`src/common/pdm_regs.vh`:
```
// register map, field positions, reset values and timing counts of the power-down controller
`ifndef PDM_REGS_VH
`define PDM_REGS_VH
`define PDM_ADDR_W          16
`define PDM_OFS_MSTBY       16'hff5e
`define PDM_OFS_SYSCTL      16'hfff2
`define PDM_OFS_STATUS      16'hfff4
`define PDM_RST_MSTBY       8'h40
`define PDM_RST_SYSCTL      8'h0b
`define PDM_BIT_SOFT_HW_STANDBY_PIN_SEL 7
`define PDM_BIT_STS_HI      6
`define PDM_BIT_STS_LO      4
`define PDM_BIT_RAM_EN      0
`define PDM_BIT_CKSTOP      7
`define PDM_BIT_FIXED1      6
`define PDM_BIT_TMR         5
`define PDM_BIT_SER0        4
`define PDM_BIT_SER1        3
`define PDM_BIT_ADC         0
`define PDM_MSTBY_WMASK     8'hb9
`define PDM_WAIT_0          32'd8192
`define PDM_WAIT_1          32'd16384
`define PDM_WAIT_2          32'd32768
`define PDM_WAIT_3          32'd65536
`define PDM_WAIT_4          32'd131072
`define PDM_WAIT_5          32'd1024
`define PDM_MODE_RUN        2'h0
`define PDM_MODE_SLEEP      2'h1
`define PDM_MODE_SSTBY      2'h2
`define PDM_MODE_SETTLE     2'h3
`endif

```
`src/design/pdm_settle_timer.v`:
```
// clock-settling wait counter for software standby exit
`include "pdm_regs.vh"

module pdm_settle_timer #(
  parameter CNT_W = 18
) (
  input  wire             ref_clk,
  input  wire             nrst,
  input  wire             start,
  input  wire [2:0]       sel,
  input  wire [31:0]      scale_div,
  output reg              busy,
  output wire             done
);

  reg  [CNT_W-1:0] cnt_reg;
  wire [CNT_W-1:0] len_w;
  wire [31:0]      len_full;

  // code to state count; illegal codes fall back to the shortest wait
  function [31:0] wait_len;
    input [2:0] code;
    begin
      case (code)
        3'h0:    wait_len = `PDM_WAIT_0;
        3'h1:    wait_len = `PDM_WAIT_1;
        3'h2:    wait_len = `PDM_WAIT_2;
        3'h3:    wait_len = `PDM_WAIT_3;
        3'h4:    wait_len = `PDM_WAIT_4;
        3'h5:    wait_len = `PDM_WAIT_5;
        default: wait_len = `PDM_WAIT_5;
      endcase
    end
  endfunction

  // scale_div lets a simulation shorten the wait; 1 gives the true count
  assign len_full = wait_len(sel) / scale_div;
  assign len_w    = len_full[CNT_W-1:0];
  assign done  = busy && (cnt_reg <= {{(CNT_W-1){1'b0}}, 1'b1});

  // load on start, count down to one
  always @(posedge ref_clk or negedge nrst) begin
    if (!nrst) begin
      busy    <= 1'b0;
      cnt_reg <= {CNT_W{1'b0}};
    end else if (start) begin
      busy    <= 1'b1;
      cnt_reg <= len_w;
    end else if (busy) begin
      if (done) begin
        busy <= 1'b0;
      end
      cnt_reg <= cnt_reg - {{(CNT_W-1){1'b0}}, 1'b1};
    end
  end

endmodule

```
`src/design/pdm_power_ctrl.v`:
```
// power-down controller: system and module standby registers, sleep and standby sequencing
`include "pdm_regs.vh"

// register map, one byte each on lane 0 of the bus
//   system control: standby select, settle code, ram enable
//   module standby control: clock-out stop and four peripheral holds
//   status, read only: settle counter busy and the current mode
// unmapped addresses are answered so a stray access cannot hang the bus
//
// bus timing
//   a request is taken on the edge where cyc and stb are high and ack low
//   a write takes effect on the edge that takes the request
//   ack follows one cycle later and lasts one cycle
//   the ack is registered, so the answer never depends on input paths
//   read data is registered and holds until the next read
//   cyc and stb are ignored in the ack cycle, so requests lie at least two cycles apart
//
// operating modes
//   run: cpu and clock active, peripherals follow their own standby bits
//   sleep: cpu halted, clock and peripherals keep running
//   software standby: clock halted, every peripheral held in reset
//   settling: oscillator restarting, wait counted before release
//   hardware standby: pin low, both registers reloaded, all halts high
//
// mode changes
//   run to sleep: sleep pulse with the standby select bit clear
//   run to software standby: sleep pulse with the select bit set
//   sleep to run: any interrupt, ordinary or external
//   wakeup from sleep does not pass through the settle wait
//   software standby to settling: external interrupt only
//   settling to run: selected wait has elapsed
//   any mode to run: hardware standby pin, held there while low
//
// why only an external interrupt leaves software standby: an ordinary
// source needs the clock to raise its request, and the clock is stopped
//
// settle wait
//   the three-bit code picks the count of states before clocks return
//   the wait counts down from the loaded length to one
//   codes six and seven are stored as written; the counter then uses
//   the shortest wait, which software must not rely on
//   a divider parameter shortens every wait for simulation only
//
// reset and reload
//   chip reset loads system control with 0b hex and module standby with 40 hex
//   hardware standby reloads both and forces run mode while the pin is low
//   software standby changes neither register
//
// outputs
//   cpu halt: high in sleep, software standby, settling and hardware standby
//   clock halt: high in software standby, settling and hardware standby
//   clock-out enable: low when the stop bit is set or the clock is halted
//   peripheral holds: own bit, or high whenever the clock is halted
//   ram enable: bit 0 of system control, passed straight out
//   power mode: run, sleep, software standby, settling, as two bits
//
// hazards
//   a sleep pulse and an external interrupt in one cycle: the pulse wins,
//   the interrupt is seen on the next cycle in the new mode
//   a settle code rewritten during the wait takes effect at the next exit,
//   the count in progress was loaded at the start
//   the pin input is filtered by agreement of two stages, so a one-cycle
//   glitch on the pin does not enter hardware standby
//   a bus write in the same cycle as the pin reload loses to the reload
//
// limitations
//   the standby select bit is never cleared by hardware on wakeup;
//   software clears it by writing zero
//   the module standby register keeps its value through software
//   standby, so peripherals return to their held state after wakeup
//   the pin path adds three to four cycles before hardware standby acts
//   writes with lane 0 disabled are ignored; upper lanes are not used
//   the status register is a convenience for test software and has no
//   effect on any mode change
//   peripheral holds are levels; each peripheral decides how to reset

module pdm_power_ctrl #(
  parameter WAIT_DIV = 32'd1
) (
  input  wire        ref_clk,
  input  wire        nrst,
  input  wire        wb_cyc_i,
  input  wire        wb_stb_i,
  input  wire        wb_we_i,
  input  wire [15:0] wb_adr_i,
  input  wire [3:0]  wb_sel_i,
  input  wire [31:0] wb_dat_i,
  output reg  [31:0] wb_dat_o,
  output reg         wb_ack_o,
  input  wire        sleep_exec,
  input  wire        ext_irq,
  input  wire        wake_irq,
  input  wire        hw_standby_pin_n,
  output wire        cpu_halt,
  output wire        clock_halt,
  output wire        clock_out_en,
  output wire        timer_unit_standby,
  output wire        serial0_standby,
  output wire        serial1_standby,
  output wire        adc_standby,
  output wire        onchip_ram_enable,
  output wire [1:0]  power_mode
);

  // software-visible registers
  reg  [7:0]  system_control_reg;
  reg  [7:0]  module_standby_control_reg;
  // power mode state and its next value
  reg  [1:0]  mode_reg;
  reg  [1:0]  mode_next;
  // standby pin synchroniser and its filtered level
  reg  [2:0]  pin_sync_reg;
  reg         hw_standby_reg;
  // settle counter handshake
  reg         settle_start;
  wire        settle_busy;
  wire        settle_done;
  // bus decode
  wire        wb_req;
  wire        wb_wr;
  wire        hit_sys;
  wire        hit_mst;
  wire        hit_stat;
  // read mux output
  reg  [7:0]  rd_byte;

  // mode codes, also reported in the status register
  localparam MODE_RUN    = `PDM_MODE_RUN;
  localparam MODE_SLEEP  = `PDM_MODE_SLEEP;
  localparam MODE_SSTBY  = `PDM_MODE_SSTBY;
  localparam MODE_SETTLE = `PDM_MODE_SETTLE;
  localparam N_PERIPH    = 4;

  // one hold per peripheral: timer unit, serial 0, serial 1, converter
  wire [N_PERIPH-1:0] periph_hold;

  // address compare shared by the write decode and the read mux
  function addr_is;
    input [15:0] adr;
    input [15:0] ofs;
    begin
      addr_is = (adr == ofs);
    end
  endfunction

  // modes in which the clock tree is stopped
  function mode_clock_off;
    input [1:0] mode;
    begin
      mode_clock_off = (mode == MODE_SSTBY) || (mode == MODE_SETTLE);
    end
  endfunction

  // modes in which the cpu does not fetch
  function mode_cpu_off;
    input [1:0] mode;
    begin
      mode_cpu_off = (mode != MODE_RUN);
    end
  endfunction

  // own standby bit of peripheral idx, in hold-vector order
  function periph_sel;
    input [7:0]   mreg;
    input integer idx;
    begin
      case (idx)
        0:       periph_sel = mreg[`PDM_BIT_TMR];
        1:       periph_sel = mreg[`PDM_BIT_SER0];
        2:       periph_sel = mreg[`PDM_BIT_SER1];
        default: periph_sel = mreg[`PDM_BIT_ADC];
      endcase
    end
  endfunction

  // value stored on a write: fixed bit forced, reserved bits dropped
  function [7:0] mstby_store;
    input [7:0] wdat;
    begin
      mstby_store = (wdat & `PDM_MSTBY_WMASK) | 8'h40;
    end
  endfunction

  // status byte: settle counter busy and current mode
  function [7:0] status_byte;
    input       busy;
    input [1:0] mode;
    begin
      status_byte = {5'h00, busy, mode};
    end
  endfunction

  // standby pin crosses in through three stages; level changes when stages two and three agree
  always @(posedge ref_clk or negedge nrst) begin
    if (!nrst) begin
      pin_sync_reg   <= 3'h7;
      hw_standby_reg <= 1'b0;
    end else begin
      pin_sync_reg <= {pin_sync_reg[1:0], hw_standby_pin_n};
      if (pin_sync_reg[1] == pin_sync_reg[2]) begin
        hw_standby_reg <= ~pin_sync_reg[2];
      end
    end
  end

  // wishbone classic slave, ack one cycle after request, dropped next cycle
  assign wb_req   = wb_cyc_i && wb_stb_i && !wb_ack_o;
  assign wb_wr    = wb_req && wb_we_i && wb_sel_i[0];
  assign hit_sys  = addr_is(wb_adr_i, `PDM_OFS_SYSCTL);
  assign hit_mst  = addr_is(wb_adr_i, `PDM_OFS_MSTBY);
  assign hit_stat = addr_is(wb_adr_i, `PDM_OFS_STATUS);

  // read mux; unmapped addresses read zero and still ack
  always @* begin
    rd_byte = 8'h00;
    if (hit_sys) begin
      rd_byte = system_control_reg;
    end else if (hit_mst) begin
      rd_byte = module_standby_control_reg | 8'h40;
    end else if (hit_stat) begin
      rd_byte = status_byte(settle_busy, mode_reg);
    end
  end

  always @(posedge ref_clk or negedge nrst) begin
    if (!nrst) begin
      wb_ack_o <= 1'b0;
      wb_dat_o <= 32'h0000_0000;
    end else begin
      wb_ack_o <= wb_req;
      if (wb_req && !wb_we_i) begin
        wb_dat_o <= {24'h00_0000, rd_byte};
      end
    end
  end

  // system control register: only software writes, reset and hw standby change it, so the standby bit survives wakeup
  always @(posedge ref_clk or negedge nrst) begin
    if (!nrst) begin
      system_control_reg <= `PDM_RST_SYSCTL;
    end else if (hw_standby_reg) begin
      system_control_reg <= `PDM_RST_SYSCTL;
    end else if (wb_wr && hit_sys) begin
      system_control_reg <= wb_dat_i[7:0];
    end
  end

  // module standby register: reset and hw standby load 40h, software standby leaves it alone
  always @(posedge ref_clk or negedge nrst) begin
    if (!nrst) begin
      module_standby_control_reg <= `PDM_RST_MSTBY;
    end else if (hw_standby_reg) begin
      module_standby_control_reg <= `PDM_RST_MSTBY;
    end else if (wb_wr && hit_mst) begin
      // bit 6 fixed, bits 2:1 reserved and kept zero
      module_standby_control_reg <= mstby_store(wb_dat_i[7:0]);
    end
  end

  // power mode sequencing
  always @* begin
    mode_next    = mode_reg;
    settle_start = 1'b0;
    case (mode_reg)
      // a sleep pulse outside run mode is ignored
      MODE_RUN: begin
        if (sleep_exec) begin
          if (system_control_reg[`PDM_BIT_SOFT_HW_STANDBY_PIN_SEL]) begin
            mode_next = MODE_SSTBY;
          end else begin
            mode_next = MODE_SLEEP;
          end
        end
      end
      // clock still runs, so any interrupt can wake the cpu
      MODE_SLEEP: begin
        if (wake_irq || ext_irq) begin
          mode_next = MODE_RUN;
        end
      end
      // clock stopped: only an external interrupt restarts it
      MODE_SSTBY: begin
        if (ext_irq) begin
          mode_next    = MODE_SETTLE;
          settle_start = 1'b1;
        end
      end
      // cpu and peripherals stay held until the count ends
      MODE_SETTLE: begin
        if (settle_done) begin
          mode_next = MODE_RUN;
        end
      end
      // unused code cannot occur; recover to run
      default: begin
        mode_next = MODE_RUN;
      end
    endcase
  end

  // hardware standby pin overrides every mode
  always @(posedge ref_clk or negedge nrst) begin
    if (!nrst) begin
      mode_reg <= MODE_RUN;
    end else if (hw_standby_reg) begin
      mode_reg <= MODE_RUN;
    end else begin
      mode_reg <= mode_next;
    end
  end

  pdm_settle_timer #(
    .CNT_W (18)
  ) u_settle (
    .ref_clk   (ref_clk),
    .nrst      (nrst),
    .start     (settle_start),
    .sel       (system_control_reg[`PDM_BIT_STS_HI:`PDM_BIT_STS_LO]),
    .scale_div (WAIT_DIV),
    .busy      (settle_busy),
    .done      (settle_done)
  );

  // cpu halts in every low-power mode; clock stops in software standby and its settling wait
  assign cpu_halt   = mode_cpu_off(mode_reg) || hw_standby_reg;
  assign clock_halt = mode_clock_off(mode_reg) || hw_standby_reg;
  assign clock_out_en = !module_standby_control_reg[`PDM_BIT_CKSTOP] && !clock_halt;
  assign power_mode = mode_reg;
  assign onchip_ram_enable = system_control_reg[`PDM_BIT_RAM_EN];

  // peripheral hold-in-reset: own bit, or whole chip in software standby, its settling wait or hardware standby
  genvar gi;
  generate
    for (gi = 0; gi < N_PERIPH; gi = gi + 1) begin : g_hold
      assign periph_hold[gi] = periph_sel(module_standby_control_reg, gi) || clock_halt;
    end
  endgenerate

  // the holds reach the peripherals as separate lines
  assign timer_unit_standby = periph_hold[0];
  assign serial0_standby    = periph_hold[1];
  assign serial1_standby    = periph_hold[2];
  assign adc_standby        = periph_hold[3];

endmodule

```
`config.mk`:
```
export PLATFORM = sky130hd
export DESIGN_NAME = pdm_power_ctrl
export DESIGN_NICKNAME = d
export VERILOG_FILES = /design/src/design/pdm_settle_timer.v /design/src/design/pdm_power_ctrl.v
export VERILOG_INCLUDE_DIRS = /design/src /design/src/common
export SDC_FILE = /design/constraint.sdc
export NUM_CORES = 1
export LEC_CHECK = 0
export BUFFER_PORTS_ARGS = -buffer_cell sky130_fd_sc_hd__buf_2
export CORE_MARGIN = 5
export CORE_UTILIZATION = 48
export DETAILED_ROUTE_END_ITERATION = 8
export PLACE_DENSITY = 0.8
export SLEW_MARGIN = 20
export SYNTH_ARGS = -nofsm -noshare
export SYNTH_HDL_FRONTEND = slang
export SYNTH_SLANG_ARGS = --single-unit
```
`constraint.sdc`:
```
create_clock -name ref_clk -period 2.8 [get_ports ref_clk]
set_clock_uncertainty 0.15 [all_clocks]
set_input_delay 0 -clock ref_clk [delete_from_list [all_inputs] [get_ports ref_clk]]
set_output_delay 0 -clock ref_clk [all_outputs]
set_load 0.05 [all_outputs]
```
==> results of run 1 <==
## worst paths after layout
path	slack, ns	depth (start not counted)	startpoint	endpoint
min in group asynchronous	0.09	2	nrst	u_settle.cnt_reg[4]$_DFFE_PN0P_
max reg2reg	0.63	7	u_settle.cnt_reg[0]$_DFFE_PN0P_	u_settle.cnt_reg[8]$_DFFE_PN0P_
min reg2reg	0.21	0	pin_sync_reg[0]$_DFF_PN1_	pin_sync_reg[1]$_DFF_PN1_
max	0.63	7	u_settle.cnt_reg[0]$_DFFE_PN0P_	u_settle.cnt_reg[8]$_DFFE_PN0P_
min	-0.004	4	wb_adr_i[1]	wb_dat_o[2]$_DFFE_PN0P_
max in group asynchronous	2.01	2	nrst	module_standby_control_reg[0]$_DFFE_PN0P_
## power by group
part	total [uW]	leakage (uW)	switching, uW	internal (uW)
clock	591	0.0000644	235	356
combinational	233	0.000798	175	58.1
sequential	706	0.000563	19.3	687
total	1530	0.00143	430	1100
## cells by family after synthesis
logic type | after synthesis
flip-flops | 47
AND/OR/NAND/NOR | 112
XOR/XNOR | 14
multiplexers | 11
other | 1
adder cells (fa/ha/maj) | 2
buffers and inverters | 43
AO/OA/AOI/OAI | 37
## worst min-delay path: cells and delay by family
kind	cells	cell delay [ns]
AO/OA/AOI/OAI	2	0.24
buffers and inverters	1	0.10
AND/OR/NAND/NOR	1	0.07
## cells in the final DEF (no fill, tap or decap), types with 7 or more instances in the layout
| master | instances |
|---|---|
| a22oi_1 | 8 |
| buf_2 | 51 |
| conb_1 | 24 |
| dfrtp_1 | 41 |
| dlygate4sd3_1 | 16 |
| mux2i_1 | 11 |
| nand2_1 | 26 |
| nor2_1 | 37 |
| nor3_1 | 9 |
| o21ai_0 | 10 |
| or3_1 | 7 |
| xor2_1 | 9 |
## synthesized netlist by cell type, types with 6 or more instances
cell and n:
a21oi_1 6, nand2_1 26, or3_1 7, o21ai_0 10, nor3_1 9, a22oi_1 8
dfstp_2 6, nor2_1 37, buf_4 25, inv_1 6, dfrtp_1 41, nand3_1 6
mux2i_1 11, xor2_1 9, clkbuf_1 10
## per-layer routing
metal / up-vias / share of wire [%] / global-route usage [%]
li1: 993 / - / -
met2: 64 / 48 / 29.01
met5: - / 0 / 0
met3: 10 / 5.8 / 4.338
met1: 949 / 45 / 24.09
met4: 0 / 1.7 / 5.150
## final cells by class
cell class / count / area, sq um / share of cell area (%)
clock buffer: 5 / 68.82 / 2.279
clock inverter: 3 / 67.56 / 2.238
inverter: 6 / 22.52 / 0.7460
multi-input combinational: 200 / 1159 / 38.38
sequential: 47 / 1184 / 39.20
tap: 70 / 87.58 / 2.901
timing repair buffer: 69 / 430.4 / 14.26
## stage by stage
stage	cells	instance area [sq um]	hold WS, ns	total power, uW
6_report	400	3019	-0.003980	1531
5_1_grt	400	3019	0.02157	1594
4_1_cts	400	3017	0.006774	1535
3_5_place_dp	376	2720	-0.04312	935.3
3_3_place_gp	376	2720	-0.04477	932.5
2_1_floorplan	290	2600	-0.4456	901.4
==> impl_metrics.csv, run 1 <==
group,metric,value,unit
synthesis,synth_xor_area_share,4.878,%
synthesis,ys_async_sr_fraction,100.0,%
finish,num_antenna_cells,0,
worst_setup_path,cp-end-kind,"register",
run_status,outcome,"finished, violations left",
finish,nFillCells,451,
global_routing,grt_overflow,0,
place,hpwl,3736,um
finish,utilization,59.11,%
synthesis,synth_top_family_by_area,"simple AND/OR/NAND/NOR gates",
route,vias_per_cell,5.040,
clock_network,clockRootBuffer,"clkbuf_8",
global_routing,grt_pass1_vias,1954,
synthesis,synthMuxAreaShare,4.380,%
worst_setup_path,crit_family,"simple AND/OR/NAND/NOR gates",
clock_network,clk_latency,0.31,ns
synthesis,synth_adder_area_share,0.9955,%
global_routing,grt_pass1_wl,9446,um
worst_setup_path,worstPathArrival,2.21,ns
worst_setup_path,cp-start-kind,"register",
global_routing,antenna_found_initial,0,
synthesis,yosys.area.top_type,"dfrtp_1",
clock_network,post_cts_resized,0,
hold_path,min_path_type,"in -> reg",
place,gp_congestion,0.8063,
worst_setup_path,critPathMaxStageDelay,0.42,ns
route,wl_per_cell,13.93,um
sta,slew-limit-headroom,52.50,%
clock_network,cts-htree-levels,2,
worst_setup_path,crit_slowest_cell,"dfrtp_1",
sta,fin_crit_sh,77.40,%
finish,nets,392,
clock_network,numCtsBuffers,5,
sta,fmax,461.4,MHz
synthesis,synth_ff_type,"dfrtp_1",
floorplan,core-area,5107,sq um
floorplan,top_level_ports,104,
sta,worstMarginPinSlew,0.7124,ns
worst_setup_path,worstPathMaxFanout,5,
pwr,peakVddDrop,0.3096,mV
worst_setup_path,worstPathRequired,2.84,ns
place,io_buffers,52,
global_routing,grt_usage,18.00,%
synthesis,syn-instance-count,267,
synthesis,yosys.area_share.simple,22.60,%
global_routing,grt_max_degree,48,
sta,finalSetupViolations,0,
place,pre_cts_slack,0.6584,ns
route,totalWireLength,5570,um
route,drt_first_pass_iters,4,
floorplan,die_width,82.37,um
sta,finalHoldViolCount,1,
pwr,leakagePower,0.001426,uW
synthesis,synth-compound-area-share,9.657,%
synthesis,yosysSeqAreaShare,47.09,%
synthesis,ys_top_cells_by_area,"dfrtp_1 41%, buf_4 7.5%, dfstp_2 6.3%, nor2_1 5.5%, mux2i_1 4.4%",
synthesis,ys_ff_latch,47,
worst_setup_path,crit_type,"reg -> reg",
synthesis,avgSynthCellArea,9.414,sq um
floorplan,dieHeight,82.37,um
run_status,failed_checks,"negative hold slack",
route,drtAntennaViolNets,0,
route,drtIter0Drc,86,
worst_setup_path,cp_num_buf_inv,1,
clock_network,clk_pin_slew_worst_paths,0.09,ns
route,drc,0,
sta,slew_viol_final,0,
finish,drive_gt1_share,21.21,%
run,cap_violations,0,
synthesis,yosysTopAreaCellShare,40.82,%
sta,worst_slack,0.6327,ns
pwr,p_per_area,507.0,nW/um^2
finish,syn_to_final_growth,20.11,%
sta,post-route-min-period,2.167,ns
floorplan,rows,26,
route,vias,2016,
clock_network,postCtsSetupBuffers,0,
worst_setup_path,crit_path_cell_trace,"inv_1 > ha_1 > nand3b_1 > or3_1 > or4_1 > xor2_1 > nor2_1",
floorplan,dieArea,6784,sq um
clock_network,clkSinkCount,47,
floorplan,start_util,49.22,%
sta,rsz0062_at_grt,"false",
synthesis,yosysWarningCount,0,
clock_network,hold_buffers,16,
sta,hold_ws,-0.003980,ns
finish,largest_reg_flops,18,
clock_network,cts_tree,"yes",
clock_network,clockBufferDepth,2,
synthesis,syn-cell-area,2514,sq um
sta,setup-tns-final,0,ns
synthesis,synth_edf_count,0,
synthesis,synth_cell_types,45,
No activity file was read; power rests on OpenSTA's default activity.
==> run 2: changes to the inputs <==
- clock period: 2.8 -> 2 ns (I/O delays scaled with it)
==> run 2 against run 1 <==
Against the previous run: the flow now finishes without violations; critical endpoint unchanged; cell area is 9.4% higher; register-to-register slack got worse by 0.62 ns; core utilization rose by 5.6 points; combinational power grew 59%; die area did not move; largest power group unchanged; count of clock-buffer cells in the layout stayed put; sequential cell count stayed put; global-route usage is 1.3 points higher; non-clock buffer count up 26; hold slack gained 0.031 ns; wire length increased by 15%.
==> impl_metrics.csv, run 2 (synthesis gave the netlist of run 1 again) <==
group,metric,value,unit
finish,num_antenna_cells,0,
clock_network,cts_tree,"yes",
clock_network,numCtsBuffers,5,
route,top_layer,"met4",
global_routing,grt_usage,19.33,%
sta,fin_crit_sh,99.30,%
sta,finalHoldViolCount,0,
clock_network,clkSinkCount,47,
run,cap_violations,0,
floorplan,start_util,49.22,%
finish,largest_reg_flops,18,
pwr,leakagePower,0.001564,uW
sta,worst_slack,0.01400,ns
worst_setup_path,cp-start-kind,"register",
worst_setup_path,cp-end-kind,"register",
global_routing,grt_pass1_wl,9956,um
floorplan,die_width,82.37,um
global_routing,grt_overflow,0,
worst_setup_path,reg2reg_from,"u_settle.cnt_reg[1]$_DFFE_PN0P_",
place,io_buffers,52,
route,drc,0,
finish,nets,418,
run_status,outcome,"completed",
clock_network,clk_pin_slew_worst_paths,0.09,ns
sta,hold_ws,0.02706,ns
floorplan,dieHeight,82.37,um
pwr,p_per_area,657.8,nW/um^2
floorplan,core-area,5107,sq um
clock_network,clk_latency,0.30,ns
route,wl_met2,3375,um
global_routing,grt_max_degree,26,
global_routing,grt_pass1_vias,2213,
route,drtAntennaViolNets,0,
finish,most-common-layout-cells,"52 x buf_2, 40 x dfrtp_1, 35 x nor2_1, 26 x nand2_1, 24 x conb_1",
sta,slew_viol_final,0,
pwr,fin_total_pwr,2173,uW
route,drt-met1-wl,2529,um
clock_network,cts-htree-levels,2,
worst_setup_path,r2r_slack,0.01,ns
finish,utilization,64.67,%
worst_setup_path,worstPathRequired,2.04,ns
floorplan,top_level_ports,104,
worst_setup_path,r2r_cells,7,
route,totalWireLength,6398,um
hold_path,min_path_type,"in -> reg",
place,pre_cts_slack,-0.06012,ns
worst_setup_path,crit_type,"reg -> reg",
worst_setup_path,worstPathArrival,2.03,ns
route,vias,2211,
hold_path,min_path_cells,4,
worst_setup_path,worstPathMaxFanout,3,
route,wl_met3,393,um
route,drt_first_pass_iters,4,
place,gp_congestion,0.8134,
floorplan,rows,26,
finish,drive_gt1_share,30.06,%
sta,finalSetupViolations,0,
sta,rsz0062_at_grt,"true",
place,hpwl,4289,um
route,vias_per_cell,5.190,
finish,syn_to_final_growth,31.41,%
finish,nFillCells,406,
pwr,peakVddDrop,0.5710,mV
sta,post-route-min-period,1.986,ns
global_routing,antenna_found_initial,0,
hold_path,hold_start,"wb_adr_i[2]",
sta,fmax,503.5,MHz
hold_path,hold_path_end,"wb_dat_o[2]$_DFFE_PN0P_",
clock_network,clockBufferDepth,2,
floorplan,dieArea,6784,sq um
finish,final_common_cell,"buf_2",
sta,slew-limit-headroom,60.92,%
route,wl_per_cell,15.02,um
clock_network,clockRootBuffer,"clkbuf_8",
sta,worstMarginPinSlew,0.5862,ns
worst_setup_path,r2r-end,"u_settle.cnt_reg[8]$_DFFE_PN0P_",
route,drtIter0Drc,141,
run 2: changes by cell type in the layout (fill, tap and decap cells not counted), sizes merged:
| cell | change |
|---|---|
| dlygate4sd3 | +3 |
| buf | +23 |
run 2: layout make-up:
class                      instances  area [sq um]  area share (%)
clock inverter                     3         67.56           2.045
tap                               70         87.58           2.652
inverter                           6         22.52          0.6818
sequential                        47          1185           35.87
timing repair buffer              95         643.1           19.47
multi-input combinational        200          1229           37.20
clock buffer                       5         68.82           2.083
run 2: critical path: stages (launching register included):
cell,delay [ns]
dfrtp_1,0.43
inv_2,0.09
ha_4,0.13
nand3b_1,0.09
or3_4,0.34
or4_4,0.42
xor2_1,0.16
nor2_1,0.05
run 2: metrics by stage:
step / setup TNS (ns) / cell area, sq um / std cells
6_report: 0 / 3303 / 426
5_1_grt: -0.2191 / 3303 / 426
3_3_place_gp: -0.06599 / 2894 / 397
2_1_floorplan: 0 / 2604 / 290
3_5_place_dp: -0.08336 / 2894 / 397
4_1_cts: 0 / 3227 / 424
run 2: worst max-delay path by stage:
stage	startpoint	to	slack (ns)	cells past startpoint
after floorplan	u_settle.cnt_reg[0]$_DFFE_PN0P_	u_settle.cnt_reg[8]$_DFFE_PN0P_	0.01	7
after global placement	u_settle.cnt_reg[6]$_DFFE_PN0P_	u_settle.cnt_reg[13]$_DFFE_PN0P_	-0.05	5
after detailed placement	u_settle.cnt_reg[6]$_DFFE_PN0P_	u_settle.cnt_reg[13]$_DFFE_PN0P_	-0.06	5
after CTS	u_settle.cnt_reg[0]$_DFFE_PN0P_	u_settle.cnt_reg[8]$_DFFE_PN0P_	0.0005	7
after global routing	u_settle.cnt_reg[7]$_DFFE_PN0P_	u_settle.cnt_reg[15]$_DFFE_PN0P_	-0.06	5
final	u_settle.cnt_reg[1]$_DFFE_PN0P_	u_settle.cnt_reg[8]$_DFFE_PN0P_	0.01	7
run 2: per-layer routing:
| layer | vias to the layer above | global-route usage [%] |
|---|---|---|
| met5 | - | 0 |
| met4 | 0 | 8.306 |
| met3 | 10 | 4.772 |
| met2 | 72 | 33.25 |
| met1 | 1086 | 22.83 |
| li1 | 1043 | - |
run 2: repair_timing:
action	4_1_cts	5_1_grt
gates resized for setup	2	14
setup endpoints to repair	10	9
endpoints found under the hold margin	60	0
gates cloned	0	0
setup buffers	0	2
hold buffers	19	0
pin swaps	1	4
run 2: power breakdown:
| part | switching (uW) | total (uW) | internal [uW] |
|---|---|---|---|
| clock network | 330 | 829 | 498 |
| logic | 271 | 371 | 99.5 |
| registers | 10.4 | 973 | 963 |
| total | 612 | 2170 | 1560 |
